File: config.mk
export PLATFORM = sky130hd
export DESIGN_NAME = port_alternate_function_mux
export DESIGN_NICKNAME = d
export VERILOG_FILES = /design/src/port_mux_pkg.sv /design/src/port_alternate_function_mux.sv
export VERILOG_INCLUDE_DIRS = /design/src
export SDC_FILE = /design/constraint.sdc
export NUM_CORES = 1
export LEC_CHECK = 0
export BUFFER_PORTS_ARGS = -buffer_cell sky130_fd_sc_hd__buf_2
export CORE_UTILIZATION = 56
export CTS_BUF_LIST = sky130_fd_sc_hd__clkbuf_2
export DETAILED_ROUTE_END_ITERATION = 16
export PLACE_DENSITY = 0.82
export SLEW_MARGIN = 0
export SYNTH_ARGS = -nofsm -noshare
export SYNTH_HDL_FRONTEND = slang
export SYNTH_SLANG_ARGS = --single-unit
export TNS_END_PERCENT = 30
File: constraint.sdc
create_clock -name clk -period 2.7 [get_ports clk]
set_clock_uncertainty 0.2 [all_clocks]
set_input_delay 0.27 -clock clk [delete_from_list [all_inputs] [get_ports clk]]
set_output_delay 0.27 -clock clk [all_outputs]
set_load 0.005 [all_outputs]
File: src/port_mux_defines.svh
// register offsets, reset values and field positions of the port function mux
// Behaviour
// RL1 - Each port 4 latch bit drives its pin low when 0 and releases it high when 1, and resets to all ones.
// RL2 - Reset clears all five function select registers so every pin starts as general purpose.
// RL3 - Every pin of ports 1, 3 and 4 picks its function on its own, with no grouping.
// RL4 - Uart and serial peripheral pins run quasi-bidirectional with a one-clock strong high pulse on each rise.
// RL5 - Timer and counter-array input pins are input-only quasi-bidirectional and carry no peripheral data.
// RL6 - An analog pin has pull-ups and both drivers off and is handed to the converter; port 1 only.
// RL7 - Two-wire pins are open drain, low driver and weak pull-ups only, never a strong high pulse; port 3 only.
// RL8 - Counter-array output pins are push-pull, both levels actively driven; port 4 only.
// RL9 - Port 3 select bit 0 means general purpose and 1 the alternate; pins 0 and 1 are uart0 receive and transmit.
// RL10 - Port 3 pins 2..7 carry irq/gate 0 and 1, counter 0 and 1, two-wire data and clock.
// RL11 - Port 1 low select bit 0 gives general purpose, 1 with high bit 0 alternate one, 1 with 1 alternate two.
// RL12 - Port 1 alternate one is timer2 count, timer2 trigger, uart1 rx, uart1 tx, spi clock, rx, tx, select.
// RL13 - Port 1 alternate two ties pin i to analog channel i.
// RL14 - Timer 2, uart1 and serial peripheral functions may sit on port 1 or port 4 independently.
// RL15 - Port 4 uses the same two-bit code: alternate one counter-array pins and clocks, alternate two as port 1.
// RL16 - With an alternate selected the pin takes peripheral data, and the pin level goes to the peripheral.
`ifndef PORT_MUX_DEFINES_SVH
`define PORT_MUX_DEFINES_SVH

`define ADDR_P1_SEL_LO   8'h8E
`define ADDR_P1_SEL_HI   8'h8F
`define ADDR_P3_SEL      8'h91
`define ADDR_P4_SEL_LO   8'h92
`define ADDR_P4_SEL_HI   8'h93
`define ADDR_P4_LATCH    8'hC0

`define SEL_RESET        8'h00
`define P4_LATCH_RESET   8'hFF
`define PIN_IDLE         24'hFF_FFFF

`define PORT1_BASE       0
`define PORT3_BASE       8
`define PORT4_BASE       16

`endif

File: src/port_mux_pkg.sv
// types shared by the port function mux
package port_mux_pkg;

  // driver mode of one pad, one-hot
  typedef enum logic [5:0] {
    MODE_QUASI      = 6'b00_0001,
    MODE_INPUT      = 6'b00_0010,
    MODE_OPEN_DRAIN = 6'b00_0100,
    MODE_ANALOG     = 6'b00_1000,
    MODE_PUSH_PULL  = 6'b01_0000,
    MODE_OFF        = 6'b10_0000
  } pad_mode_t;

endpackage

File: src/port_alternate_function_mux.sv
// per-pin function routing and pad driver control for ports 1, 3 and 4
`timescale 1ns/100ps
`include "port_mux_defines.svh"

module port_alternate_function_mux
  import port_mux_pkg::*;
(
  // clock and reset
  input  wire logic       clk,
  input  wire logic       reset,
  // special function register bus
  input  wire logic [7:0] sfr_addr,
  input  wire logic       sfr_wr,
  input  wire logic [7:0] sfr_wdata,
  input  wire logic       sfr_rd,
  input  wire logic       sfr_rmw,
  output logic      [7:0] sfr_rdata,
  output logic            sfr_hit,
  // port latches held by the core
  input  wire logic [7:0] p1_gpio_latch,
  input  wire logic [7:0] p3_gpio_latch,
  // pad levels
  input  wire logic [7:0] p1_pin_in,
  input  wire logic [7:0] p3_pin_in,
  input  wire logic [7:0] p4_pin_in,
  // pad driver controls
  output logic      [7:0] p1_low_drive,
  output logic      [7:0] p1_high_drive,
  output logic      [7:0] p1_pullup_en,
  output logic      [7:0] p1_analog_en,
  output logic      [7:0] p3_low_drive,
  output logic      [7:0] p3_high_drive,
  output logic      [7:0] p3_pullup_en,
  output logic      [7:0] p4_low_drive,
  output logic      [7:0] p4_high_drive,
  output logic      [7:0] p4_pullup_en,
  // filtered pin levels for the core
  output logic      [7:0] p1_pin_level,
  output logic      [7:0] p3_pin_level,
  // peripheral outputs towards the pins
  input  wire logic       uart0_transmit,
  input  wire logic       uart1_transmit,
  input  wire logic       serial_periph_clock,
  input  wire logic       serial_periph_transmit,
  input  wire logic       serial_periph_select_n,
  input  wire logic       twowire_data_out,
  input  wire logic       twowire_clock_out,
  input  wire logic [5:0] pca_module_pin_out,
  input  wire logic [5:0] pca_module_output_mode,
  // peripheral inputs from the pins
  output logic            uart0_receive,
  output logic            uart1_receive,
  output logic            serial_periph_receive,
  output logic            ext_irq0_timer0_gate,
  output logic            ext_irq1_timer1_gate,
  output logic            counter0_input,
  output logic            counter1_input,
  output logic            twowire_data_in,
  output logic            twowire_clock_in,
  output logic            timer2_count_input,
  output logic            timer2_trigger_input,
  output logic      [5:0] pca_module_pin_in,
  output logic      [1:0] pca_external_clock
);

  // pad mode of pin idx (0..23) for a given select code
  function automatic pad_mode_t pin_mode(input int unsigned idx, input logic alt_one,
                                         input logic alt_two, input logic pca_drive);
    pad_mode_t   m;
    int unsigned bit_n;
    m     = MODE_QUASI;
    bit_n = idx % 8;
    if (alt_one) begin
      case (idx / 8)
        0: m = (bit_n < 2) ? MODE_INPUT : MODE_QUASI;                     // [RL5] [RL4]
        1: m = (bit_n < 2) ? MODE_QUASI :
               (bit_n < 6) ? MODE_INPUT : MODE_OPEN_DRAIN;                // [RL10] [RL7]
        2: m = ((bit_n == 3) || (bit_n == 7)) ? MODE_INPUT :
               (pca_drive ? MODE_PUSH_PULL : MODE_INPUT);                 // [RL8] [RL5]
        default: m = MODE_QUASI;
      endcase
    end else if (alt_two) begin
      case (idx / 8)
        0: m = MODE_ANALOG;                                               // [RL6] [RL13]
        2: m = (bit_n < 2) ? MODE_INPUT : MODE_QUASI;                     // [RL15]
        default: m = MODE_QUASI;
      endcase
    end
    return m;
  endfunction

  // select registers and port 4 latch
  logic [7:0]  sel1_lo_q;
  logic [7:0]  sel1_hi_q;
  logic [7:0]  sel3_q;
  logic [7:0]  sel4_lo_q;
  logic [7:0]  sel4_hi_q;
  logic [7:0]  p4_latch_q;
  // pin input synchroniser and filter
  logic [23:0] sync1_q;
  logic [23:0] sync2_q;
  logic [23:0] sync3_q;
  logic [23:0] level_q;
  // per-pin routing
  logic [23:0] alt_one;
  logic [23:0] alt_two;
  logic [23:0] out_one;
  logic [23:0] out_two;
  logic [23:0] gpio_out;
  logic [23:0] pca_drive;
  logic [23:0] data_d;
  logic [23:0] data_q;
  logic [23:0] low_q;
  logic [23:0] high_q;
  logic [23:0] pull_q;
  logic [23:0] analog_q;

  // register writes; reset puts every pin back to general purpose
  always_ff @(posedge clk) begin
    if (reset) begin
      sel1_lo_q  <= `SEL_RESET;                                           // [RL2]
      sel1_hi_q  <= `SEL_RESET;
      sel3_q     <= `SEL_RESET;
      sel4_lo_q  <= `SEL_RESET;
      sel4_hi_q  <= `SEL_RESET;
      p4_latch_q <= `P4_LATCH_RESET;                                      // [RL1]
    end else if (sfr_wr) begin
      case (sfr_addr)
        `ADDR_P1_SEL_LO: sel1_lo_q  <= sfr_wdata;
        `ADDR_P1_SEL_HI: sel1_hi_q  <= sfr_wdata;
        `ADDR_P3_SEL:    sel3_q     <= sfr_wdata;
        `ADDR_P4_SEL_LO: sel4_lo_q  <= sfr_wdata;
        `ADDR_P4_SEL_HI: sel4_hi_q  <= sfr_wdata;
        `ADDR_P4_LATCH:  p4_latch_q <= sfr_wdata;                         // [RL1]
        default: ;
      endcase
    end
  end

  // register reads; latch for read-modify-write, pins otherwise
  always_ff @(posedge clk) begin
    if (reset) begin
      sfr_rdata <= 8'h00;
      sfr_hit   <= 1'b0;
    end else if (sfr_rd) begin
      sfr_hit <= 1'b1;
      case (sfr_addr)
        `ADDR_P1_SEL_LO: sfr_rdata <= sel1_lo_q;
        `ADDR_P1_SEL_HI: sfr_rdata <= sel1_hi_q;
        `ADDR_P3_SEL:    sfr_rdata <= sel3_q;
        `ADDR_P4_SEL_LO: sfr_rdata <= sel4_lo_q;
        `ADDR_P4_SEL_HI: sfr_rdata <= sel4_hi_q;
        `ADDR_P4_LATCH:  sfr_rdata <= sfr_rmw ? p4_latch_q : level_q[23:16];
        default: begin
          sfr_rdata <= 8'h00;
          sfr_hit   <= 1'b0;
        end
      endcase
    end else begin
      sfr_hit <= 1'b0;
    end
  end

  // three-stage sync; a level counts only once stages two and three agree
  always_ff @(posedge clk) begin
    if (reset) begin
      sync1_q <= `PIN_IDLE;
      sync2_q <= `PIN_IDLE;
      sync3_q <= `PIN_IDLE;
      level_q <= `PIN_IDLE;
    end else begin
      sync1_q <= {p4_pin_in, p3_pin_in, p1_pin_in};
      sync2_q <= sync1_q;
      sync3_q <= sync2_q;
      level_q <= (sync2_q & sync3_q) | (level_q & (sync2_q | sync3_q));
    end
  end

  // decode of the select codes, one bit per pin
  assign alt_one  = {sel4_lo_q & ~sel4_hi_q, sel3_q, sel1_lo_q & ~sel1_hi_q}; // [RL11] [RL9]
  assign alt_two  = {sel4_lo_q &  sel4_hi_q, 8'h00,  sel1_lo_q &  sel1_hi_q}; // [RL11] [RL15]
  assign gpio_out = {p4_latch_q, p3_gpio_latch, p1_gpio_latch};

  // peripheral data per pin; input-only positions sit at 1 so the pad stays released
  assign out_one[7:0]   = {serial_periph_select_n, serial_periph_transmit, 1'b1,
                           serial_periph_clock, uart1_transmit, 3'b111};     // [RL12]
  assign out_one[15:8]  = {twowire_clock_out, twowire_data_out, 4'hF,
                           uart0_transmit, 1'b1};                            // [RL9] [RL10]
  assign out_one[23:16] = {1'b1, pca_module_pin_out[5:3], 1'b1,
                           pca_module_pin_out[2:0]};                         // [RL15] [RL5]
  assign out_two[7:0]   = 8'hFF;
  assign out_two[15:8]  = 8'hFF;
  assign out_two[23:16] = out_one[7:0];                                      // [RL15]
  assign pca_drive      = {1'b0, pca_module_output_mode[5:3], 1'b0,
                           pca_module_output_mode[2:0], 16'h0000};

  // each pin decides its own mode and drivers
  for (genvar i = 0; i < 24; i++) begin : g_pin                           // [RL3]
    pad_mode_t mode_d;

    assign mode_d    = pin_mode(i, alt_one[i], alt_two[i], pca_drive[i]);
    assign data_d[i] = alt_one[i] ? out_one[i] :
                       alt_two[i] ? out_two[i] : gpio_out[i];             // [RL16]

    // registered pad controls; the strong high pulse lasts one clock on a rise
    always_ff @(posedge clk) begin
      if (reset) begin
        data_q[i]   <= 1'b1;
        low_q[i]    <= 1'b0;
        high_q[i]   <= 1'b0;
        pull_q[i]   <= 1'b1;
        analog_q[i] <= 1'b0;
      end else begin
        data_q[i]   <= data_d[i];
        analog_q[i] <= 1'b0;
        case (mode_d)
          MODE_QUASI: begin
            low_q[i]  <= ~data_d[i];                                      // [RL1]
            high_q[i] <= data_d[i] & ~data_q[i];                          // [RL4]
            pull_q[i] <= data_d[i];
          end
          MODE_INPUT: begin
            low_q[i]  <= 1'b0;                                            // [RL5]
            high_q[i] <= 1'b0;
            pull_q[i] <= 1'b1;
          end
          MODE_OPEN_DRAIN: begin
            low_q[i]  <= ~data_d[i];                                      // [RL7]
            high_q[i] <= 1'b0;
            pull_q[i] <= data_d[i];
          end
          MODE_ANALOG: begin
            low_q[i]    <= 1'b0;                                          // [RL6]
            high_q[i]   <= 1'b0;
            pull_q[i]   <= 1'b0;
            analog_q[i] <= 1'b1;
          end
          MODE_PUSH_PULL: begin
            low_q[i]  <= ~data_d[i];                                      // [RL8]
            high_q[i] <= data_d[i];
            pull_q[i] <= 1'b0;
          end
          default: begin
            low_q[i]  <= 1'b0;
            high_q[i] <= 1'b0;
            pull_q[i] <= 1'b0;
          end
        endcase
      end
    end
  end

  // pad outputs per port
  assign p1_low_drive  = low_q[7:0];
  assign p1_high_drive = high_q[7:0];
  assign p1_pullup_en  = pull_q[7:0];
  assign p1_analog_en  = analog_q[7:0];                                   // [RL13]
  assign p3_low_drive  = low_q[15:8];
  assign p3_high_drive = high_q[15:8];
  assign p3_pullup_en  = pull_q[15:8];
  assign p4_low_drive  = low_q[23:16];
  assign p4_high_drive = high_q[23:16];
  assign p4_pullup_en  = pull_q[23:16];
  assign p1_pin_level  = level_q[7:0];
  assign p3_pin_level  = level_q[15:8];

  // peripheral inputs; unselected inputs idle high, port 1 wins if both ports pick one
  always_ff @(posedge clk) begin
    if (reset) begin
      uart0_receive         <= 1'b1;
      uart1_receive         <= 1'b1;
      serial_periph_receive <= 1'b1;
      ext_irq0_timer0_gate  <= 1'b1;
      ext_irq1_timer1_gate  <= 1'b1;
      counter0_input        <= 1'b1;
      counter1_input        <= 1'b1;
      twowire_data_in       <= 1'b1;
      twowire_clock_in      <= 1'b1;
      timer2_count_input    <= 1'b1;
      timer2_trigger_input  <= 1'b1;
      pca_module_pin_in     <= 6'h3F;
      pca_external_clock    <= 2'b11;
    end else begin
      uart0_receive         <= alt_one[8]  ? level_q[8]  : 1'b1;          // [RL9]
      ext_irq0_timer0_gate  <= alt_one[10] ? level_q[10] : 1'b1;          // [RL10]
      ext_irq1_timer1_gate  <= alt_one[11] ? level_q[11] : 1'b1;
      counter0_input        <= alt_one[12] ? level_q[12] : 1'b1;
      counter1_input        <= alt_one[13] ? level_q[13] : 1'b1;
      twowire_data_in       <= alt_one[14] ? level_q[14] : 1'b1;
      twowire_clock_in      <= alt_one[15] ? level_q[15] : 1'b1;
      timer2_count_input    <= alt_one[0] ? level_q[0] :
                               alt_two[16] ? level_q[16] : 1'b1;          // [RL14]
      timer2_trigger_input  <= alt_one[1] ? level_q[1] :
                               alt_two[17] ? level_q[17] : 1'b1;          // [RL14]
      uart1_receive         <= alt_one[2] ? level_q[2] :
                               alt_two[18] ? level_q[18] : 1'b1;          // [RL14]
      serial_periph_receive <= alt_one[5] ? level_q[5] :
                               alt_two[21] ? level_q[21] : 1'b1;
      pca_module_pin_in     <= ({alt_one[22:20], alt_one[18:16]} &
                                {level_q[22:20], level_q[18:16]}) |
                               ~{alt_one[22:20], alt_one[18:16]};         // [RL16]
      pca_external_clock    <= ({alt_one[23], alt_one[19]} & {level_q[23], level_q[19]}) |
                               ~{alt_one[23], alt_one[19]};
    end
  end

endmodule // port_alternate_function_mux

# --- Word level (Yosys, flattened, before mapping) ---
# Cells that the tools add are included.
op_classes:
  n_eq_ne: 102
  mux: 141
  bitwise: 118
  reduce_logical: 81
op_table:
  columns: ["operator", "n"]
  rows:
  - ["$eq A6 B1 Y1 const B", 22]
  - ["$eq A6 B2 Y1 const B", 22]
  - ["$eq A6 B3 Y1 const B", 22]
  - ["$eq A6 B5 Y1 const B", 22]
  - ["$reduce_or A2 Y1", 52]
  - ["$pmux W1 S2", 44]
  - ["$not A1 Y1", 78]
  - ["$reduce_or A3 Y1", 22]
  - ["$mux W4", 16]
  - ["$mux W5", 12]
  - ["$mux W1", 57]
  - ["$and A24 B24 Y24", 2]
  - ["$eq A6 B4 Y1 const B", 8]
  - ["$eq A8 B8 Y1 const B", 6]
  - ["$or A24 B24 Y24", 2]
  - ["$pmux W8 S6", 1]
  - ["$and A8 B8 Y8", 4]
  - ["$and A1 B1 Y1", 24]
  - ["$mux W2", 8]
  - ["$not A8 Y8", 2]
  - ["$reduce_and A2 Y1", 6]
  - ["$mux W8", 1]
  - ["$and A6 B6 Y6", 1]
  - ["$mux W3", 2]
  - ["6 further kinds", 6]
word_totals:
  reg_bits: 274
  inputBits: 80
  output_inout_bits: 124
  elab_cells: 569

# --- Depth between registers and ports, before layout ---
logic_depth:
  word_depth: 7
  mapped_depth: 7
  mapped_depth_nobuf: 5

# --- Worst setup path before layout ---
# OpenSTA, ideal clock, no wires.
synth_path:
  kind: "input -> register"
  start: "input port sfr_addr[1]"
  end: "register p4_latch_q[0]"
  setup_time_ns: 0.120
  arrival_time_ns: 1.876
  required_time_ns: 2.380
  setup_slack_ns: 0.504
  stages: 6
  path_buffers: 3
  cell_sequence: "or4b_1 > buf_2 > or4_1 > buf_2 > buf_6 > a211o_1"
synth_between:
  elab_chain_len: 2
synth_lines:
  columns: ["item", "line", "text"]
  rows:
  - ["from (decl)", "port_alternate_function_mux.sv:12", "input wire logic [7:0] sfr_addr,"]
  - ["$eq A8 B8 Y1", "port_alternate_function_mux.sv:128", "case (sfr_addr)"]
  - ["$reduce_and A2 Y1 (no line)", null, null]
  - ["to (signal assigned)", "port_alternate_function_mux.sv:126", "p4_latch_q <= `P4_LATCH_RESET;"]
  - ["to (signal assigned)", "port_alternate_function_mux.sv:134", "`ADDR_P4_LATCH: p4_latch_q <= sfr_wdata;"]
  - ["to (decl)", "port_alternate_function_mux.sv:98", "logic [7:0] p4_latch_q;"]
# Every way passes these cells.
# A chain may end at the register's enable or synchronous reset.

# --- Final worst setup path ---
layout_path:
  start: "input port sfr_addr[2]"
  end: "register sel3_q[1]"
layout_between:
  elab_chain_len: 2
layout_lines:
  columns: ["item", "line", "text"]
  rows:
  - ["$eq A8 B8 Y1", "port_alternate_function_mux.sv:128", null]
  - ["$reduce_and A2 Y1 (no line)", null, null]
  - ["to (signal assigned)", "port_alternate_function_mux.sv:123", "sel3_q <= `SEL_RESET;"]
  - ["to (signal assigned)", "port_alternate_function_mux.sv:131", "`ADDR_P3_SEL: sel3_q <= sfr_wdata;"]
  - ["to (decl)", "port_alternate_function_mux.sv:95", "logic [7:0] sel3_q;"]
# Every way passes these cells.

==> summary.md <==
| Metric | Value |
|---|---|
| Routed length on met2 | `11400 um` |
| Final worst-path cycle share | `0.915` |
| Number of warnings printed during yosys synthesis | `0` |
| Maximum number of pins on one net before global-route repair | `130` |
| Req. time, crit path | `3.16 ns` |
| Slowest cell on the critical path | `sky130_fd_sc_hd__dlygate4sd3_1` |
| Die area | `0.0171 mm2` |
| Worst Setup End Kind | `flip-flop` |
| RSZ-0062 raised after global routing | `false` |
| Wire length of the first global-routing pass | `36100 um` |
| Fraction of layout cells with a size suffix above 1 | `0.308` |
| Vias in the first global route | `7538` |
| First drt pass iteration count | `5` |
| Detailed-route DRC error count | `0` |
| Count of final hold-check violations | `0` |
| Syn Inst Count | `915` |
| Max H-tree Level | `3` |
| Highest metal layer used by the detailed router | `met4` |
| Clock latency on the worst-skew pair | `0.76 ns` |
| Metal3 WL | `1980 um` |
| Delay-heaviest family, CP | `buffers and inverters` |
| Beginning of the worst hold path | `p1_gpio_latch[0]` |
| Metal1 wirelength | `9340 um` |
| Worst-path clk slew | `0.09 ns` |
| Relative slew slack | `0.447` |
| Instance area at placement | `0.0104 mm2` |
| Total number of clock tree sinks | `272` |
| Worst reg2reg setup slack | `0.54 ns` |
| Power density of the placed cells | `573 mW/mm2` |
| Total of max-cap violations | `0` |
| FFs w/ async S/R, synth | `0` |
| Type of element launching the critical path | `input port` |
| Number of post-CTS setup repair buffers | `0` |
| Max Root-Sink Buffers | `3` |
| Syn_nets | `995` |
| Count of different cell masters after synthesis | `48` |
| Largest voltage drop on the vdd net | `0.375 mV` |
| Sequential fraction of the synthesis area | `0.588` |
| Routed WL | `23300 um` |
| Half-perimeter wire length after detailed placement | `13700 um` |
| Clock buffers created by TritonCTS | `68` |
| Crit path time final | `2.47 ns` |
| Classification of the worst-slack hold path | `in2reg` |
| Main synth FF type | `sky130_fd_sc_hd__dfxtp_1` |
| Net count reported at finish | `1360` |
| Area growth, synth to finish | `32.3%` |
| Slew at the pin closest to its max-slew limit | `0.829 ns` |
| Vertical die dimension | `131 um` |
| Wire length per cell after detailed routing | `15.2 um` |
| Mean instance size in the synthesized netlist | `10.1 um2` |
| Number of cells traversed by the worst register-to-register path | `5` |
| Initial detailed-routing violation count | `452` |
| Global router's overall resource usage | `0.274` |
| Area of the mapped netlist | `0.00926 mm2` |
| Clock tree from TritonCTS | `built` |
| Most common cell type on the critical path | `sky130_fd_sc_hd__dlygate4sd3_1` |
| Number of antenna violations at the first check in global routing | `1` |
| Buf+Inv Stages, Crit Path | `5` |
| Final Instance Area | `0.0123 mm2` |
| Starting density of the core | `0.579` |
| Largest fanout on the critical path | `8` |
| Detailed-route vias per instance | `5.15` |
| FP Rows | `46` |
| Crit-path cells | `dlygate4sd3_1, buf_2, nor2_1, dlygate4sd3_1, nand4_1, buf_4, mux2i_1, dlygate4sd3_1, nor2_1` |
| Fill cell total of the finished layout | `1148` |
| Placer's final routability congestion estimate | `0.894` |
| I/O pin cnt | `204` |
| Final setup violation count | `0` |
| Number of buffers added on ports | `203` |
| EDFF count, synth | `0` |
| FMAX | `405 MHz` |
| Total vias in the final route | `7902` |
| Slowest cell delay on critical path | `0.68 ns` |
| Result of the run | `finished clean` |
| Worst hold path cell count | `4` |
| Antenna-violating nets left | `0` |
| Die Wd | `131 um` |
| Startpoint of the worst-slack reg-to-reg timing path | `sel3_q[7]` |
| Endpoint of the worst hold-timing path | `p1_pullup_en[0]` |
| Final Max Tran Viols | `0` |
| Core footprint | `0.0160 mm2` |
| Post-Route Setup TNS | `0 ns` |
| Clock Tree Root | `sky130_fd_sc_hd__clkbuf_2` |
| Static leakage power | `0.00543 uW` |
| Endpoint of the most critical register-to-register path | `sfr_rdata[7]` |
| Synthesis-stage register bit count | `272` |
| CP Class | `in2reg` |
| Total grt overflow | `0` |
| Endpoint arrival time on the critical path | `2.94 ns` |
[routing by layer]
layer | vias to the layer above | GRT usage
li1 | 3833 | -
met1 | 3666 | 0.314
met2 | 346 | 0.467
met3 | 57 | 0.0814
met4 | 0 | 0.135
met5 | - | 0
[state kept, by name, summed over array words and instances (netlist names), 22 cells and up]
signal   flops
level_q     24
sync2_q     24
data_q      22
sync3_q     24
sync1_q     24
[synthesized netlist by cell type (all sizes together), types with 2 or more instances]
library cell	instances	area, um2
nor3b	4	30.0
nand2b	37	231
nand4	2	12.5
o22a	2	17.5
o22ai	10	62.6
a221oi	7	61.3
or4	3	22.5
or4b	3	30.0
dfxtp	272	5450
mux2i	46	460
nand4b	2	17.5
or2	76	475
or3	6	37.5
inv	45	169
nor2b	13	81.3
a22o	7	61.3
nand2	29	109
a31oi	4	25.0
o21bai	26	195
and2	4	25.0
a2111oi	2	17.5
buf	26	184
o21ai	13	65.1
nor2	96	360
a21oi	39	195
a211oi	10	75.1
clkbuf	36	135
nor4b	8	70.1
mux2	10	113
nand3b	4	30.0
nor3	33	165
a211o	10	87.6
nand3	17	85.1
o31a	2	17.5
a2bb2oi	2	17.5
[what timing repair did]
| action | CTS | global route |
|---|---|---|
| gates resized for setup | 0 | 0 |
| endpoints found under the hold margin | 204 | 0 |
| hold buffers | 135 | 0 |
| setup endpoints to repair | 0 | 0 |
[layout make-up]
type | instances | area (um2) | share of cell area
Tap cell | 216 | 270 | 0.0221
Clock buffer | 90 | 450 | 0.0368
Clock inverter | 17 | 65.1 | 0.00531
Antenna cell | 1 | 2.50 | 0.000204
Timing Repair Buffer | 357 | 2520 | 0.205
Sequential cell | 272 | 5450 | 0.444
Multi-Input combinational cell | 535 | 3330 | 0.272
Inverter | 46 | 173 | 0.0141
[worst register-to-register path, stage by stage, from the launching register on]
cell and delay, ns:
sky130_fd_sc_hd__dfxtp_1 0.39, sky130_fd_sc_hd__mux2_2 0.29, sky130_fd_sc_hd__a22o_1 0.18, sky130_fd_sc_hd__a221oi_1 0.29
sky130_fd_sc_hd__a211oi_1 0.12, sky130_fd_sc_hd__dlygate4sd3_1 0.57
[where the power goes]
group | leakage (uW) | switching, uW | total [uW] | internal (uW)
combinational | 0.00280 | 214 | 489 | 275
clock | 0.000408 | 1510 | 2400 | 891
sequential | 0.00222 | 35.2 | 4140 | 4100
[worst max-delay path by stage]
stage	from	to	slack [ns]	depth (start not counted)
finish	sfr_addr[2]	sel3_q[1]	0.23	9
global route	sfr_addr[2]	sel3_q[1]	0.25	9
CTS	sfr_addr[2]	sel3_q[1]	0.40	9
detailed placement	sfr_addr[5]	p4_latch_q[5]	0.31	4
global placement	sfr_addr[5]	p4_latch_q[2]	0.34	4
floorplan	sfr_addr[1]	p4_latch_q[0]	0.50	6
[cells in the final DEF (no fill, tap or decap), drive strengths merged, types with 13 or more instances in the layout]
cell type and n:
dlygate4sd3 135, nor2b 13, mux2i 46, dfxtp 272, nand2b 37, nor3 33, or2 76, o21ai 13
o21bai 26, a21oi 39, buf 222, nor2 96, clkbuf 90, clkinv 16, nand2 29, nand3 17
inv 47
[stage by stage]
| step | hold WS [ns] | cells | setup WS [ns] | util | power (uW) |
|---|---|---|---|---|---|
| floorplan | 0.153 | 915 | 0.504 | - | 4410 |
| global placement | 0.176 | 1291 | 0.341 | 0.649 | 4560 |
| detailed placement | 0.180 | 1291 | 0.310 | 0.649 | 4570 |
| CTS | 0.0189 | 1533 | 0.399 | 0.766 | 7070 |
| global route | 0.0485 | 1534 | 0.247 | 0.766 | 7380 |
| finish | 0.0984 | 1534 | 0.229 | 0.766 | 7020 |
[kinds of logic after synthesis]
| group | after synthesis | synth area share |
|---|---|---|
| AOI/OAI and AO/OA | 138 | 0.100 |
| DFF | 272 | 0.588 |
| and+or+nand+nor | 341 | 0.197 |
| muxes | 56 | 0.0619 |
| buffers and inverters | 108 | 0.0531 |
Power figures use the tool's default switching activity.
